File: config.mk
export PLATFORM = sky130hd
export DESIGN_NAME = codec_pin_function_mux
export DESIGN_NICKNAME = d
export VERILOG_FILES = /design/src/verilog/pin_mux_pkg.sv /design/src/verilog/codec_pin_function_mux.sv
export VERILOG_INCLUDE_DIRS = /design/src /design/src/verilog
export SDC_FILE = /design/constraint.sdc
export NUM_CORES = 1
export LEC_CHECK = 0
export BUFFER_PORTS_ARGS = -buffer_cell sky130_fd_sc_hd__clkbuf_2
export CAP_MARGIN = 5
export CORE_MARGIN = 2
export CORE_UTILIZATION = 33
export CTS_BUF_LIST = sky130_fd_sc_hd__clkbuf_8
export CTS_CLUSTER_DIAMETER = 60
export DETAILED_ROUTE_END_ITERATION = 12
export PLACE_DENSITY = 0.58
export SETUP_SLACK_MARGIN = 0.3
export SLEW_MARGIN = 20
export SYNTH_ARGS = -nofsm -noshare
export SYNTH_HDL_FRONTEND = slang
export SYNTH_SLANG_ARGS = --single-unit
File: constraint.sdc
create_clock -name clk_i -period 3.3 [get_ports clk_i]
set_input_delay 0.66 -clock clk_i [delete_from_list [all_inputs] [get_ports clk_i]]
set_output_delay 0.66 -clock clk_i [all_outputs]
set_load 0.05 [all_outputs]
File: src/verilog/pin_mux_cfg.svh
// Register offsets, field positions, reset values and function codes
`ifndef PIN_MUX_CFG_SVH
`define PIN_MUX_CFG_SVH

// ----------------------------------------------------------------------
// Register offsets
// ----------------------------------------------------------------------
`define OFS_BIDIR_FUNC 8'h0a
`define OFS_OUT_ONE_FUNC 8'h0b
`define OFS_INPUT_PIN_CONFIG 8'h0d
`define OFS_PIN_VALUE_MONITOR 8'h0e
`define OFS_ROUTING_ZERO 8'h0f
`define OFS_SERIAL_OUT_CONFIG 8'h10
`define OFS_ROUTING_TWO 8'h11

// ----------------------------------------------------------------------
// Reset values
// ----------------------------------------------------------------------
`define RST_BIDIR_FUNC 8'h00
`define RST_OUT_ONE_FUNC 8'h00
`define RST_INPUT_PIN_CONFIG 8'h00
`define RST_PIN_VALUE_MONITOR 8'h00
`define RST_ROUTING_ZERO 8'h00
`define RST_SERIAL_OUT_CONFIG 8'h52
`define RST_ROUTING_TWO 8'h80

// ----------------------------------------------------------------------
// Writable bit masks
// ----------------------------------------------------------------------
`define WMASK_INPUT_PIN_CONFIG 8'h03
`define WMASK_PIN_VALUE 8'he0
`define WMASK_ROUTING_ZERO 8'h7f
`define WMASK_ROUTING_TWO 8'hfe

// ----------------------------------------------------------------------
// Field positions
// ----------------------------------------------------------------------
`define BIT_INPUT_PIN_ENABLE 1
`define BIT_BIDIR_ONE_OUT 7
`define BIT_BIDIR_TWO_OUT 6
`define BIT_OUT_ONE_OUT 5
`define BIT_BIDIR_ONE_MON 3
`define BIT_BIDIR_TWO_MON 2
`define BIT_INPUT_PIN_MON 1
`define FLD_CCLK_HI 6
`define FLD_CCLK_LO 5
`define FLD_SECOND_IN_HI 4
`define FLD_SECOND_IN_LO 2
`define BIT_BCLK_SEL 1
`define BIT_FSYNC_SEL 0
`define FLD_SOP_FUNC_HI 7
`define FLD_SOP_FUNC_LO 4
`define BIT_SOP_LEVEL 3
`define FLD_SOP_DRIVE_HI 2
`define FLD_SOP_DRIVE_LO 0
`define BIT_DATA_IN_ENABLE 7

// ----------------------------------------------------------------------
// Pin function codes
// ----------------------------------------------------------------------
`define FN_INPUT 4'h1
`define FN_GP_OUT 4'h2
`define FN_IRQ 4'h3
`define FN_PDM_CLK 4'h4
`define FN_PRI_DOUT 4'h5
`define FN_PRI_DOUT2 4'h6
`define FN_SEC_DOUT 4'h7
`define FN_SEC_DOUT2 4'h8
`define FN_SEC_BCLK 4'h9
`define FN_SEC_FSYNC 4'ha
`define FN_CLK_OUT 4'hb
`define FN_BOTH_MUXED 4'hc
`define FN_DAISY 4'hd
`define FN_LOOPBACK 4'he

// ----------------------------------------------------------------------
// Drive style codes
// ----------------------------------------------------------------------
`define DRV_PUSH_PULL 3'h1
`define DRV_LOW_WEAK_HIGH 3'h2
`define DRV_LOW_ONLY 3'h3
`define DRV_WEAK_LOW_HIGH 3'h4
`define DRV_HIGH_ONLY 3'h5
`endif

File: src/verilog/pin_mux_pkg.sv
// Types shared by the pin function multiplexer
package pin_mux_pkg;

    // Signals offered by the codec core for the serial output pin
    typedef struct packed {
        logic irq;
        logic pdm_clk;
        logic pri_dout;
        logic pri_dout2;
        logic sec_dout;
        logic sec_dout2;
        logic sec_bclk;
        logic sec_fsync;
        logic clk_out;
        logic both_muxed;
        logic daisy_out;
    } core_out_t;

    // Signals routed into the codec core
    typedef struct packed {
        logic control_clock;
        logic pri_second_in;
        logic pri_data_in;
        logic pri_bitclock;
        logic pri_framesync;
    } core_in_t;

    // One driven pin: level, strong enable, weak pull enable
    typedef struct packed {
        logic level;
        logic strong_oe;
        logic weak_oe;
    } pin_drive_t;

endpackage

File: src/verilog/codec_pin_function_mux.sv
// Pin function multiplexer and general-purpose I/O for the codec
// How it works
// - Input pin enable bit 1: 0 leaves pin unused, 1 makes it an input.
// - In SPI mode the input pin is chip select; enable bit ignored.
// - Bits 7,6,5 give output levels of bidir one, two, output pin one.
// - Bits 3,2,1 report sampled levels of configured input pins.
// - Control clock source: 0 off, 1-3 bidir one, bidir two, input pin.
// - Second data input source: 0 off, 1-5 pins or data input.
// - Bit-clock select: 0 dedicated pin, 1 secondary port bit clock.
// - Frame-sync select: 0 dedicated pin, 1 secondary port frame sync.
// - Serial output pin function codes 0-4: off, in, GPO, IRQ, PDM clock.
// - Codes 5-13 route port data, clocks, muxed and daisy outputs.
// - Code 14 loops data input back; code 15 reserved.
// - Bit 3 sets serial output pin level under general-purpose output.
// - Drive field selects among six push, pull, weak and Hi-Z styles.
// - Bidir pin two function code 1 makes it an input.
`timescale 1ns/1ps
`include "pin_mux_cfg.svh"

module codec_pin_function_mux
    import pin_mux_pkg::*;
(
    // Clock and reset
    input wire logic clk_i,
    input wire logic nrst_i,
    // Register port
    input wire logic [7:0] addr_i,
    input wire logic [7:0] wdata_i,
    input wire logic wr_i,
    input wire logic rd_i,
    output logic [7:0] rdata_o,
    // Control interface mode
    input wire logic spi_mode_i,
    output logic spi_cs_n_o,
    // Bidirectional pins
    input wire logic bidir_pin_one_i,
    output logic bidir_pin_one_o,
    output logic bidir_pin_one_oe_o,
    input wire logic bidir_pin_two_i,
    output logic bidir_pin_two_o,
    output logic bidir_pin_two_oe_o,
    // Dedicated input pin and output pin one
    input wire logic dedicated_input_pin_i,
    output logic output_pin_one_o,
    output logic output_pin_one_oe_o,
    // Serial output pin
    input wire logic serial_output_pin_i,
    output pin_drive_t serial_output_pin_o,
    // Primary port dedicated pins
    input wire logic data_in_pin_i,
    input wire logic bitclock_pin_i,
    input wire logic framesync_pin_i,
    // Core side
    input wire core_out_t core_out_i,
    output core_in_t core_in_o
);

    // ------------------------------------------------------------------
    // Input synchronisers
    // ------------------------------------------------------------------
    localparam int NPIN = 7;
    logic [NPIN-1:0] pin_raw;
    logic [NPIN-1:0] sync_a_reg;
    logic [NPIN-1:0] sync_b_reg;
    logic [NPIN-1:0] sync_a_next;
    logic [NPIN-1:0] sync_b_next;

    assign pin_raw = {framesync_pin_i, bitclock_pin_i, data_in_pin_i,
                      serial_output_pin_i, dedicated_input_pin_i,
                      bidir_pin_two_i, bidir_pin_one_i};

    genvar gi;
    generate
        for (gi = 0; gi < NPIN; gi++) begin : g_sync
            always_comb begin
                sync_a_next[gi] = pin_raw[gi];
                sync_b_next[gi] = sync_a_reg[gi];
            end
            always_ff @(posedge clk_i or negedge nrst_i) begin
                if (!nrst_i) begin
                    sync_a_reg[gi] <= 1'b0;
                    sync_b_reg[gi] <= 1'b0;
                end else begin
                    sync_a_reg[gi] <= sync_a_next[gi];
                    sync_b_reg[gi] <= sync_b_next[gi];
                end
            end
        end
    endgenerate

    logic s_one;
    logic s_two;
    logic s_inp;
    logic s_sop;
    logic s_din;
    logic s_bclk;
    logic s_fsync;
    assign {s_fsync, s_bclk, s_din, s_sop, s_inp, s_two, s_one} = sync_b_reg;

    // ------------------------------------------------------------------
    // Configuration registers
    // ------------------------------------------------------------------
    logic [7:0] bidir_func_reg;
    logic [7:0] out_one_func_reg;
    logic [7:0] input_cfg_reg;
    logic [7:0] value_reg;
    logic [7:0] route0_reg;
    logic [7:0] sop_cfg_reg;
    logic [7:0] route2_reg;
    logic [7:0] bidir_func_next;
    logic [7:0] out_one_func_next;
    logic [7:0] input_cfg_next;
    logic [7:0] value_next;
    logic [7:0] route0_next;
    logic [7:0] sop_cfg_next;
    logic [7:0] route2_next;

    // Read-only and reserved bits are masked out of writes to the input, value and routing registers
    always_comb begin
        bidir_func_next = bidir_func_reg;
        out_one_func_next = out_one_func_reg;
        input_cfg_next = input_cfg_reg;
        value_next = value_reg;
        route0_next = route0_reg;
        sop_cfg_next = sop_cfg_reg;
        route2_next = route2_reg;
        if (wr_i) begin
            case (addr_i)
                `OFS_BIDIR_FUNC: bidir_func_next = wdata_i;
                `OFS_OUT_ONE_FUNC: out_one_func_next = wdata_i;
                `OFS_INPUT_PIN_CONFIG:
                    input_cfg_next = wdata_i & `WMASK_INPUT_PIN_CONFIG;
                `OFS_PIN_VALUE_MONITOR:
                    value_next = wdata_i & `WMASK_PIN_VALUE;
                `OFS_ROUTING_ZERO:
                    route0_next = wdata_i & `WMASK_ROUTING_ZERO;
                `OFS_SERIAL_OUT_CONFIG: sop_cfg_next = wdata_i;
                `OFS_ROUTING_TWO:
                    route2_next = wdata_i & `WMASK_ROUTING_TWO;
                default: ;
            endcase
        end
    end

    always_ff @(posedge clk_i or negedge nrst_i) begin
        if (!nrst_i) begin
            bidir_func_reg <= `RST_BIDIR_FUNC;
            out_one_func_reg <= `RST_OUT_ONE_FUNC;
            input_cfg_reg <= `RST_INPUT_PIN_CONFIG;
            value_reg <= `RST_PIN_VALUE_MONITOR;
            route0_reg <= `RST_ROUTING_ZERO;
            sop_cfg_reg <= `RST_SERIAL_OUT_CONFIG;
            route2_reg <= `RST_ROUTING_TWO;
        end else begin
            bidir_func_reg <= bidir_func_next;
            out_one_func_reg <= out_one_func_next;
            input_cfg_reg <= input_cfg_next;
            value_reg <= value_next;
            route0_reg <= route0_next;
            sop_cfg_reg <= sop_cfg_next;
            route2_reg <= route2_next;
        end
    end

    // ------------------------------------------------------------------
    // Field decode
    // ------------------------------------------------------------------
    logic [3:0] one_func;
    logic [3:0] two_func;
    logic [3:0] out1_func;
    logic [3:0] sop_func;
    logic [2:0] sop_drive;
    logic [1:0] control_clock_source;
    logic [2:0] second_sel;
    logic one_is_in;
    logic two_is_in;
    logic inp_is_in;
    logic sop_is_in;
    assign one_func = bidir_func_reg[3:0];
    assign two_func = bidir_func_reg[7:4];
    assign out1_func = out_one_func_reg[7:4];
    assign sop_func = sop_cfg_reg[`FLD_SOP_FUNC_HI:`FLD_SOP_FUNC_LO];
    assign sop_drive = sop_cfg_reg[`FLD_SOP_DRIVE_HI:`FLD_SOP_DRIVE_LO];
    assign control_clock_source = route0_reg[`FLD_CCLK_HI:`FLD_CCLK_LO];
    assign second_sel = route0_reg[`FLD_SECOND_IN_HI:`FLD_SECOND_IN_LO];
    assign one_is_in = (one_func == `FN_INPUT);
    assign two_is_in = (two_func == `FN_INPUT);
    // Chip select mode takes the pin over whatever the enable says
    assign inp_is_in = input_cfg_reg[`BIT_INPUT_PIN_ENABLE] & ~spi_mode_i;
    assign sop_is_in = (sop_func == `FN_INPUT) | (sop_func == `FN_LOOPBACK);

    // ------------------------------------------------------------------
    // Serial output pin
    // ------------------------------------------------------------------
    logic sop_src;
    logic sop_active;
    always_comb begin
        sop_src = 1'b0;
        sop_active = 1'b1;
        case (sop_func)
            `FN_GP_OUT: sop_src = sop_cfg_reg[`BIT_SOP_LEVEL];
            `FN_IRQ: sop_src = core_out_i.irq;
            `FN_PDM_CLK: sop_src = core_out_i.pdm_clk;
            `FN_PRI_DOUT: sop_src = core_out_i.pri_dout;
            `FN_PRI_DOUT2: sop_src = core_out_i.pri_dout2;
            `FN_SEC_DOUT: sop_src = core_out_i.sec_dout;
            `FN_SEC_DOUT2: sop_src = core_out_i.sec_dout2;
            `FN_SEC_BCLK: sop_src = core_out_i.sec_bclk;
            `FN_SEC_FSYNC: sop_src = core_out_i.sec_fsync;
            `FN_CLK_OUT: sop_src = core_out_i.clk_out;
            `FN_BOTH_MUXED: sop_src = core_out_i.both_muxed;
            `FN_DAISY: sop_src = core_out_i.daisy_out;
            `FN_LOOPBACK: sop_src = s_din;
            // Disabled, input and the reserved code never drive
            default: sop_active = 1'b0;
        endcase
    end

    pin_drive_t sop_next;
    always_comb begin
        sop_next = '0;
        sop_next.level = sop_src;
        if (sop_active) begin
            case (sop_drive)
                `DRV_PUSH_PULL: sop_next.strong_oe = 1'b1;
                `DRV_LOW_WEAK_HIGH: begin
                    sop_next.strong_oe = ~sop_src;
                    sop_next.weak_oe = sop_src;
                end
                `DRV_LOW_ONLY: sop_next.strong_oe = ~sop_src;
                `DRV_WEAK_LOW_HIGH: begin
                    sop_next.strong_oe = sop_src;
                    sop_next.weak_oe = ~sop_src;
                end
                `DRV_HIGH_ONLY: sop_next.strong_oe = sop_src;
                // Hi-Z and the reserved codes float the pin
                default: sop_next.strong_oe = 1'b0;
            endcase
        end
    end

    // ------------------------------------------------------------------
    // Routing into the core
    // ------------------------------------------------------------------
    logic g_one;
    logic g_two;
    logic g_inp;
    logic g_sop;
    logic g_din;
    assign g_one = s_one & one_is_in;
    assign g_two = s_two & two_is_in;
    assign g_inp = s_inp & inp_is_in;
    assign g_sop = s_sop & sop_is_in;
    assign g_din = s_din & route2_reg[`BIT_DATA_IN_ENABLE];
    // Source code n picks bit n; off and reserved codes read 0
    logic [7:0] src_vec;
    assign src_vec = {2'b00, g_din, g_sop, g_inp, g_two, g_one, 1'b0};

    core_in_t core_in_next;
    always_comb begin
        core_in_next.control_clock = src_vec[{1'b0, control_clock_source}];
        core_in_next.pri_second_in = src_vec[second_sel];
        core_in_next.pri_data_in = g_din;
        core_in_next.pri_bitclock = route0_reg[`BIT_BCLK_SEL] ?
            core_out_i.sec_bclk : s_bclk;
        core_in_next.pri_framesync = route0_reg[`BIT_FSYNC_SEL] ?
            core_out_i.sec_fsync : s_fsync;
    end

    // ------------------------------------------------------------------
    // Pin outputs, chip select and read data
    // ------------------------------------------------------------------
    logic [2:0] mon;
    logic [7:0] rdata_next;
    assign mon = {g_one, g_two, g_inp};

    always_comb begin
        rdata_next = 8'h00;
        if (rd_i) begin
            case (addr_i)
                `OFS_BIDIR_FUNC: rdata_next = bidir_func_reg;
                `OFS_OUT_ONE_FUNC: rdata_next = out_one_func_reg;
                `OFS_INPUT_PIN_CONFIG: rdata_next = input_cfg_reg;
                `OFS_PIN_VALUE_MONITOR: begin
                    rdata_next = value_reg;
                    rdata_next[`BIT_BIDIR_ONE_MON] = mon[2];
                    rdata_next[`BIT_BIDIR_TWO_MON] = mon[1];
                    rdata_next[`BIT_INPUT_PIN_MON] = mon[0];
                end
                `OFS_ROUTING_ZERO: rdata_next = route0_reg;
                `OFS_SERIAL_OUT_CONFIG: rdata_next = sop_cfg_reg;
                `OFS_ROUTING_TWO: rdata_next = route2_reg;
                default: rdata_next = 8'h00;
            endcase
        end
    end

    always_ff @(posedge clk_i or negedge nrst_i) begin
        if (!nrst_i) begin
            rdata_o <= 8'h00;
            serial_output_pin_o <= '0;
            core_in_o <= '0;
            spi_cs_n_o <= 1'b1;
            bidir_pin_one_o <= 1'b0;
            bidir_pin_one_oe_o <= 1'b0;
            bidir_pin_two_o <= 1'b0;
            bidir_pin_two_oe_o <= 1'b0;
            output_pin_one_o <= 1'b0;
            output_pin_one_oe_o <= 1'b0;
        end else begin
            rdata_o <= rdata_next;
            serial_output_pin_o <= sop_next;
            core_in_o <= core_in_next;
            // Idle high outside chip select mode
            spi_cs_n_o <= spi_mode_i ? s_inp : 1'b1;
            bidir_pin_one_o <= value_reg[`BIT_BIDIR_ONE_OUT];
            bidir_pin_one_oe_o <= (one_func == `FN_GP_OUT);
            bidir_pin_two_o <= value_reg[`BIT_BIDIR_TWO_OUT];
            bidir_pin_two_oe_o <= (two_func == `FN_GP_OUT);
            output_pin_one_o <= value_reg[`BIT_OUT_ONE_OUT];
            output_pin_one_oe_o <= (out1_func == `FN_GP_OUT);
        end
    end

endmodule

==> qor.yml, run 1 <==
status:
  status: "finished, final reports clean"
sta:
  setup_total_negative_slack_ps: 0
  final.hold.worst_slack_ps: 334
  finalSetupViolations: 0
  fmax_ghz: 0.456
  max_slew_vio_count: 0
  grt_setup_unrepaired: "no"
  final.min_clock_period_ps: 2200
  fin_crit_sh_pct: 66.5
  timing_worst_slew_pin_value_ps: 792
  timing_hold_violations_final: 0
  relSlewSlack_pct: 46.7
  finalClockSkew_ps: 7.04
route:
  route.antenna.remaining_nets: 0
  avgRoutedWirePerCell_um: 16.3
  via_per_inst: 4.89
  via_count: 2311
  drc: 0
  drt_first_iter_violations: 107
  wirelength_mm: 7.73
  drtPass1Iterations: 5
die:
  die_y_um: 108
  standard_cell_core_area_um2: 10700
  starting_utilization_of_the_core_area_pct: 33.4
  design.die.area_um2: 11700
  io-pin-count: 62
  core.rowCount: 38
  die-width_um: 108
layout:
  layout.nets: 367
  layout.core_utilization_pct: 39.7
  antenna_cells: 0
  final_layout_size_suffix_gt1_share_pct: 44.1
  layout.cell_area.non_filler_um2: 4270
  area_growth_syn_to_layout_pct: 18.9
  num-fill-cells: 1072
clock_tree:
  clkSlewWorstSetupHoldPaths_ps: 80
  ctsHoldBuffers: 0
  tritoncts.num_buffers: 9
  cts_tree: "built"
  insertion_delay_ps: 350
  cts-root-to-sink-buffers: 2
  post_cts_resize_count: 0
  cts_setup_buffers: 0
  clock_tree.htree_level_count: 3
  clock_tree.root_cell: "sky130_fd_sc_hd__clkbuf_8"
  numClockSinks: 80
worst_setup_path:
  timing.critical_path.fanout_max: 8
  worst-setup-path-type: "input pin to flip-flop"
  cp.required_ps: 3540
  setup.reg_to_reg.worst_slack_ps: 1500
  critPathCaptureType: "flip-flop"
  crit_start: "addr_i[5]"
  critPathLaunchType: "input pin"
  setup.worst_path.end: "bidir_func_reg[2]$_DFFE_PN0P_"
  number_of_cells_on_the_worst_reg_to_reg_path: 3
  worstReg2RegStart: "bidir_func_reg[1]$_DFFE_PN0P_"
  r2r-end: "core_in_o[3]$_DFF_PN0_"
  arrival_ps: 2430
yosys:
  post_synth_num_cell_types: 50
  synthesis.area_um2: 3590
  flop_and_latch_count_out_of_synthesis: 80
  ys_async_sr_fraction_pct: 100
  most_instantiated_library_cell_after_synthesis: "sky130_fd_sc_hd__dfrtp_1"
  post_synth_edffs: 0
  yosysTopAreaCellShare_pct: 52.3
  synth_commonest_cells: "sky130_fd_sc_hd__dfrtp_1 (75), sky130_fd_sc_hd__mux2_2 (36), sky130_fd_sc_hd__mux2i_1 (16)"
  postSynthCellCount: 262
  synth_largest_area_cell: "sky130_fd_sc_hd__dfrtp_1"
  yosysWarnings: 0
  synth.net_count: 301
  synth_flop_cell: "sky130_fd_sc_hd__dfrtp_1"
  netlist_top_cells_area: "sky130_fd_sc_hd__dfrtp_1 (52%), sky130_fd_sc_hd__mux2_2 (11%), sky130_fd_sc_hd__mux2_4 (6.3%)"
  yosysSeqAreaShare_pct: 56.0
  syn_area_per_cell_um2: 13.7
run:
  max-cap-violations: 0
global_routing:
  overflow: 0
  number_of_antenna_violations_at_the_first_check_in_global_routing: 0
  grt_pass1_vias: 2385
  grt_max_degree: 81
  grt_util_all_layers_pct: 14.3
  grt_pass1_wl_mm: 12.6
place:
  place.port_buffers: 61
  routability_congestion_estimate_from_global_placement: 0.879
  post_dp_cell_area_um2: 4030
  dp_hpwl_mm: 5.72
hold_path:
  worstHoldPathType: "input pin to asynchronous set/reset pin"
power_and_ir_drop:
  vdd.ir_drop.worst_uv: 218
  leakage_nw: 2.04
  powerDensity_nw_per_um2: 487
[kinds of logic after synthesis]
logic type | after synthesis | synth area share (%)
multiplexers | 67 | 22.0
AO/OA/AOI/OAI | 35 | 6.59
AND/OR/NAND/NOR | 70 | 13.6
flip-flops | 80 | 56.0
buffers and inverters | 10 | 1.81
[per-stage QoR]
| stage | instances | power (mW) | setup slack [ps] |
|---|---|---|---|
| 6_report | 473 | 2.08 | 1100 |
| 5_1_grt | 473 | 2.17 | 1020 |
| 4_1_cts | 473 | 2.11 | 1110 |
| 3_5_place_dp | 457 | 1.26 | 744 |
| 3_3_place_gp | 457 | 1.26 | 805 |
| 2_1_floorplan | 262 | 1.17 | 1180 |
[report_power, final]
| part | total, mW | switching (mW) | internal [mW] | leakage [nW] |
|---|---|---|---|---|
| clock network | 0.840 | 0.343 | 0.497 | 0.120 |
| logic | 0.181 | 0.108 | 0.0736 | 0.867 |
| registers | 1.06 | 0.0328 | 1.02 | 1.05 |
[worst min-delay path by stage]
stage | startpoint | to | cells past startpoint
after floorplan | sync_a_reg[5]$_DFF_PN0_ | s_bclk$_DFF_PN0_ | 0
after global placement | sync_a_reg[2]$_DFF_PN0_ | s_inp$_DFF_PN0_ | 0
after detailed placement | sync_a_reg[2]$_DFF_PN0_ | s_inp$_DFF_PN0_ | 0
after CTS | sync_a_reg[2]$_DFF_PN0_ | s_inp$_DFF_PN0_ | 0
after global routing | sync_a_reg[2]$_DFF_PN0_ | s_inp$_DFF_PN0_ | 0
final | nrst_i | bidir_pin_one_o$_DFF_PN0_ | 1
[cells in the final DEF (no fill, tap or decap), types with 3 or more instances in the layout]
cell type / Yosys / layout
sky130_fd_sc_hd__mux2_2: 36 / 36
sky130_fd_sc_hd__bufinv_16: 0 / 3
sky130_fd_sc_hd__nor4b_1: 4 / 4
sky130_fd_sc_hd__dfrtp_1: 75 / 75
sky130_fd_sc_hd__clkbuf_2: 0 / 60
sky130_fd_sc_hd__a22oi_1: 4 / 4
sky130_fd_sc_hd__nand2b_1: 3 / 3
sky130_fd_sc_hd__nor3b_1: 3 / 3
sky130_fd_sc_hd__nand2_1: 15 / 15
sky130_fd_sc_hd__and3_1: 4 / 4
sky130_fd_sc_hd__nand3_1: 7 / 7
sky130_fd_sc_hd__nor2_1: 5 / 5
sky130_fd_sc_hd__a21oi_1: 10 / 10
sky130_fd_sc_hd__clkbuf_8: 1 / 9
sky130_fd_sc_hd__mux2_4: 15 / 15
sky130_fd_sc_hd__o2bb2ai_1: 4 / 4
sky130_fd_sc_hd__inv_1: 2 / 3
sky130_fd_sc_hd__mux2i_1: 16 / 16
sky130_fd_sc_hd__dfstp_2: 5 / 5
sky130_fd_sc_hd__o21ai_0: 5 / 5
sky130_fd_sc_hd__nor3_1: 9 / 9
[critical path, cell delays in order]
cell and delay (ps):
sky130_fd_sc_hd__clkbuf_2 100, sky130_fd_sc_hd__or3_4 440, sky130_fd_sc_hd__nor4_4 350, sky130_fd_sc_hd__and3_1 540, sky130_fd_sc_hd__mux2_4 340
[layer usage]
layer	GRT usage, %	part of all wire, %	vias up
met5	0	0	-
met4	4.67	1.5	0
met3	3.44	4.2	7
met2	22.9	47	67
met1	19.3	47	1138
li1	-	-	1099
[layout make-up]
cell class	count	area, µm²	share of cell area [%]
Clock inverter	7	111	2.61
Inverter	2	7.51	0.176
Sequential cell	80	2010	47.1
Clock buffer	9	124	2.90
Multi-Input combinational cell	172	1510	35.5
Timing Repair Buffer	63	327	7.65
Tap cell	140	175	4.11
(Power assumes the default switching activity.)
==> run 2, diff against run 1 <==
==> constraint.sdc (replaced) <==
create_clock -name clk_i -period 2.2 [get_ports clk_i]
set_input_delay 0.44 -clock clk_i [delete_from_list [all_inputs] [get_ports clk_i]]
set_output_delay 0.44 -clock clk_i [all_outputs]
set_load 0.05 [all_outputs]
==> qor.yml, run 2 (synthesis results as in run 1) <==
global_routing:
  grt_max_degree: 36  # was 81
  grt_pass1_vias: 2431  # was 2385
  number_of_antenna_violations_at_the_first_check_in_global_routing: 0  # unchanged
  overflow: 0  # unchanged
  grt_util_all_layers_pct: 14.9  # was 14.3%
  grt_pass1_wl_mm: 13.0  # was 12.6 mm
die:
  die_y_um: 108  # unchanged
  die-width_um: 108  # unchanged
  io-pin-count: 62  # unchanged
  starting_utilization_of_the_core_area_pct: 33.4  # unchanged
  standard_cell_core_area_um2: 10700  # unchanged
  design.die.area_um2: 11700  # unchanged
  core.rowCount: 38  # unchanged
worst_setup_path:
  critPathLaunchType: "flip-flop"  # was input pin
  worst-setup-path-type: "flip-flop to flip-flop"  # was input pin to flip-flop
  arrival_ps: 2080  # was 2430 ps
  critPathCaptureType: "flip-flop"  # unchanged
  cp.required_ps: 2480  # was 3540 ps
  timing.critical_path.fanout_max: 11  # was 8
power_and_ir_drop:
  leakage_nw: 2.09  # was 2.04 nW
  vdd.ir_drop.worst_uv: 346  # was 218 µV
  p_int_mw: 2.23  # was 1.59 mW
  p_switching_mw: 0.753  # was 0.484 mW
  power.share.clock_pct: 37.5  # was 40.4%
  switching_share_pct: 25.2  # was 23.3%
  seq_power_share_pct: 53.0  # was 50.8%
  combinationalPowerShare_pct: 9.5  # was 8.7%
  powerDensity_nw_per_um2: 687  # was 487 nW/µm²
  total_power_mw: 2.99  # was 2.08 mW
route:
  via_per_inst: 4.86  # was 4.89
  avgRoutedWirePerCell_um: 16.3  # about the same
  m1WireLength_mm: 3.78  # was 3.66 mm
  route.antenna.remaining_nets: 0  # unchanged
  drc: 0  # unchanged
  wl_met3_um: 356  # was 328 µm
  detailroute.wirelength.met2_mm: 3.67  # was 3.63 mm
  drtPass1Iterations: 4  # was 5
  wirelength_mm: 7.90  # was 7.73 mm
  via_count: 2359  # was 2311
  top_layer_used: "met4"  # unchanged
  drt_first_iter_violations: 125  # was 107
clock_tree:
  tritoncts.num_buffers: 9  # unchanged
  insertion_delay_ps: 360  # was 350 ps
  numClockSinks: 80  # unchanged
  clkSlewWorstSetupHoldPaths_ps: 80  # about the same
  ctsHoldBuffers: 0  # unchanged
  cts-root-to-sink-buffers: 2  # unchanged
  cts_tree: "built"  # unchanged
  clock_tree.htree_level_count: 3  # unchanged
  clock_tree.root_cell: "sky130_fd_sc_hd__clkbuf_8"  # unchanged
layout:
  layout.cells.most_common_list: "sky130_fd_sc_hd__dfrtp_1 (75), sky130_fd_sc_hd__clkbuf_2 (60), sky130_fd_sc_hd__mux2_2 (36)"  # unchanged
  layout.cells.most_common: "sky130_fd_sc_hd__dfrtp_1"  # unchanged
  final_layout_size_suffix_gt1_share_pct: 47.0  # was 44.1%
  layout.nets: 379  # was 367
  antenna_cells: 0  # unchanged
  area_growth_syn_to_layout_pct: 21.2  # was 18.9%
place:
  dp_hpwl_mm: 5.91  # was 5.72 mm
  place.port_buffers: 61  # unchanged
  placement.setup.worst_slack_ps: 134  # was 744 ps
  routability_congestion_estimate_from_global_placement: 0.827  # was 0.879
sta:
  timing.final.ws_setup_ps: 408  # was 1100 ps
  timing_worst_slew_pin_value_ps: 426  # was 792 ps
  max_slew_vio_count: 0  # unchanged
  finalClockSkew_ps: 10.5  # was 7.04 ps
  setup_total_negative_slack_ps: 0  # unchanged
  fin_crit_sh_pct: 81.5
  finalSetupViolations: 0  # unchanged
  final.min_clock_period_ps: 1790
  relSlewSlack_pct: 71.2  # was 46.7%
  timing_hold_violations_final: 0  # unchanged
  grt_setup_unrepaired: "no"  # unchanged
  fmax_ghz: 0.558
status:
  status: "finished, final reports clean"  # unchanged
hold_path:
  worstHoldPathType: "input pin to asynchronous set/reset pin"  # unchanged
run:
  max-cap-violations: 0  # unchanged
[run 2: cell count changes in the layout (fill, tap and decap cells not counted), sizes merged]
cell / previous run / this run
buf: 3 / 15
bufinv: 3 / 1
clkbuf: 69 / 71
clkinvlp: 1 / 2
inv: 3 / 2
[run 2: power by group through the flow]
stage	sequential, mW	combinational, mW	clock [mW]
final	1.58	0.283	1.12
after global routing	1.59	0.312	1.23
after CTS	1.58	0.288	1.16
after detailed placement	1.61	0.287	0
after global placement	1.61	0.284	0
after floorplan	1.63	0.128	0
[run 2: critical path, cell delays in order, from the launching register on]
cell and delay, ps:
sky130_fd_sc_hd__dfstp_2 650, sky130_fd_sc_hd__nor3_1 100, sky130_fd_sc_hd__o21bai_1 200, sky130_fd_sc_hd__or4b_2 610, sky130_fd_sc_hd__mux2i_1 160
[run 2: final timing paths]
kind | from | endpoint | slack (ps) | cells past startpoint
worst min register to register | sync_a_reg[5]$_DFF_PN0_ | s_bclk$_DFF_PN0_ | 350 | 0
max in group asynchronous | nrst_i | spi_cs_n_o$_DFF_PN1_ | 1570 | 2
worst max-delay path | sop_cfg_reg[6]$_DFFE_PN1P_ | serial_output_pin_o[0]$_DFF_PN0_ | 410 | 4
worst min-delay path | nrst_i | bidir_func_reg[4]$_DFFE_PN0P_ | 20 | 1
min in group clk_i | framesync_pin_i | sync_a_reg[6]$_DFF_PN0_ | 180 | 1
worst max register to register | sop_cfg_reg[6]$_DFFE_PN1P_ | serial_output_pin_o[0]$_DFF_PN0_ | 410 | 4
[run 2: layer usage]
layer | GRT usage [%] | vias to the layer above
met5 | 0 | -
met4 | 4.12 | 0
met3 | 5.18 | 9
met2 | 23.4 | 55
met1 | 19.7 | 1167
li1 | - | 1128
[run 2: cell type report]
type	instances	area (µm²)
inverters	2	7.51
clock buffers	11	151
multi-input cells	172	1520
clock inverters	5	55.1
well taps	140	175
repair buffers	75	425
fillers	1064	6400
flip-flops and latches	80	2010
[run 2: repair_timing]
action	4_1_cts	5_1_grt
resized for setup	0	2
endpoints found under the setup margin	0	1
setup buffers	0	0
[run 2: through the flow]
stage | std cells | area [µm²] | utilization [%] | hold WS [ps]
after floorplan | 262 | 3590 | - | 144
after global placement | 469 | 4130 | 38.4 | 332
after detailed placement | 469 | 4130 | 38.4 | 335
after CTS | 485 | 4340 | 40.4 | 12.9
after global routing | 485 | 4350 | 40.5 | 20.2
final | 485 | 4350 | 40.5 | 19.8
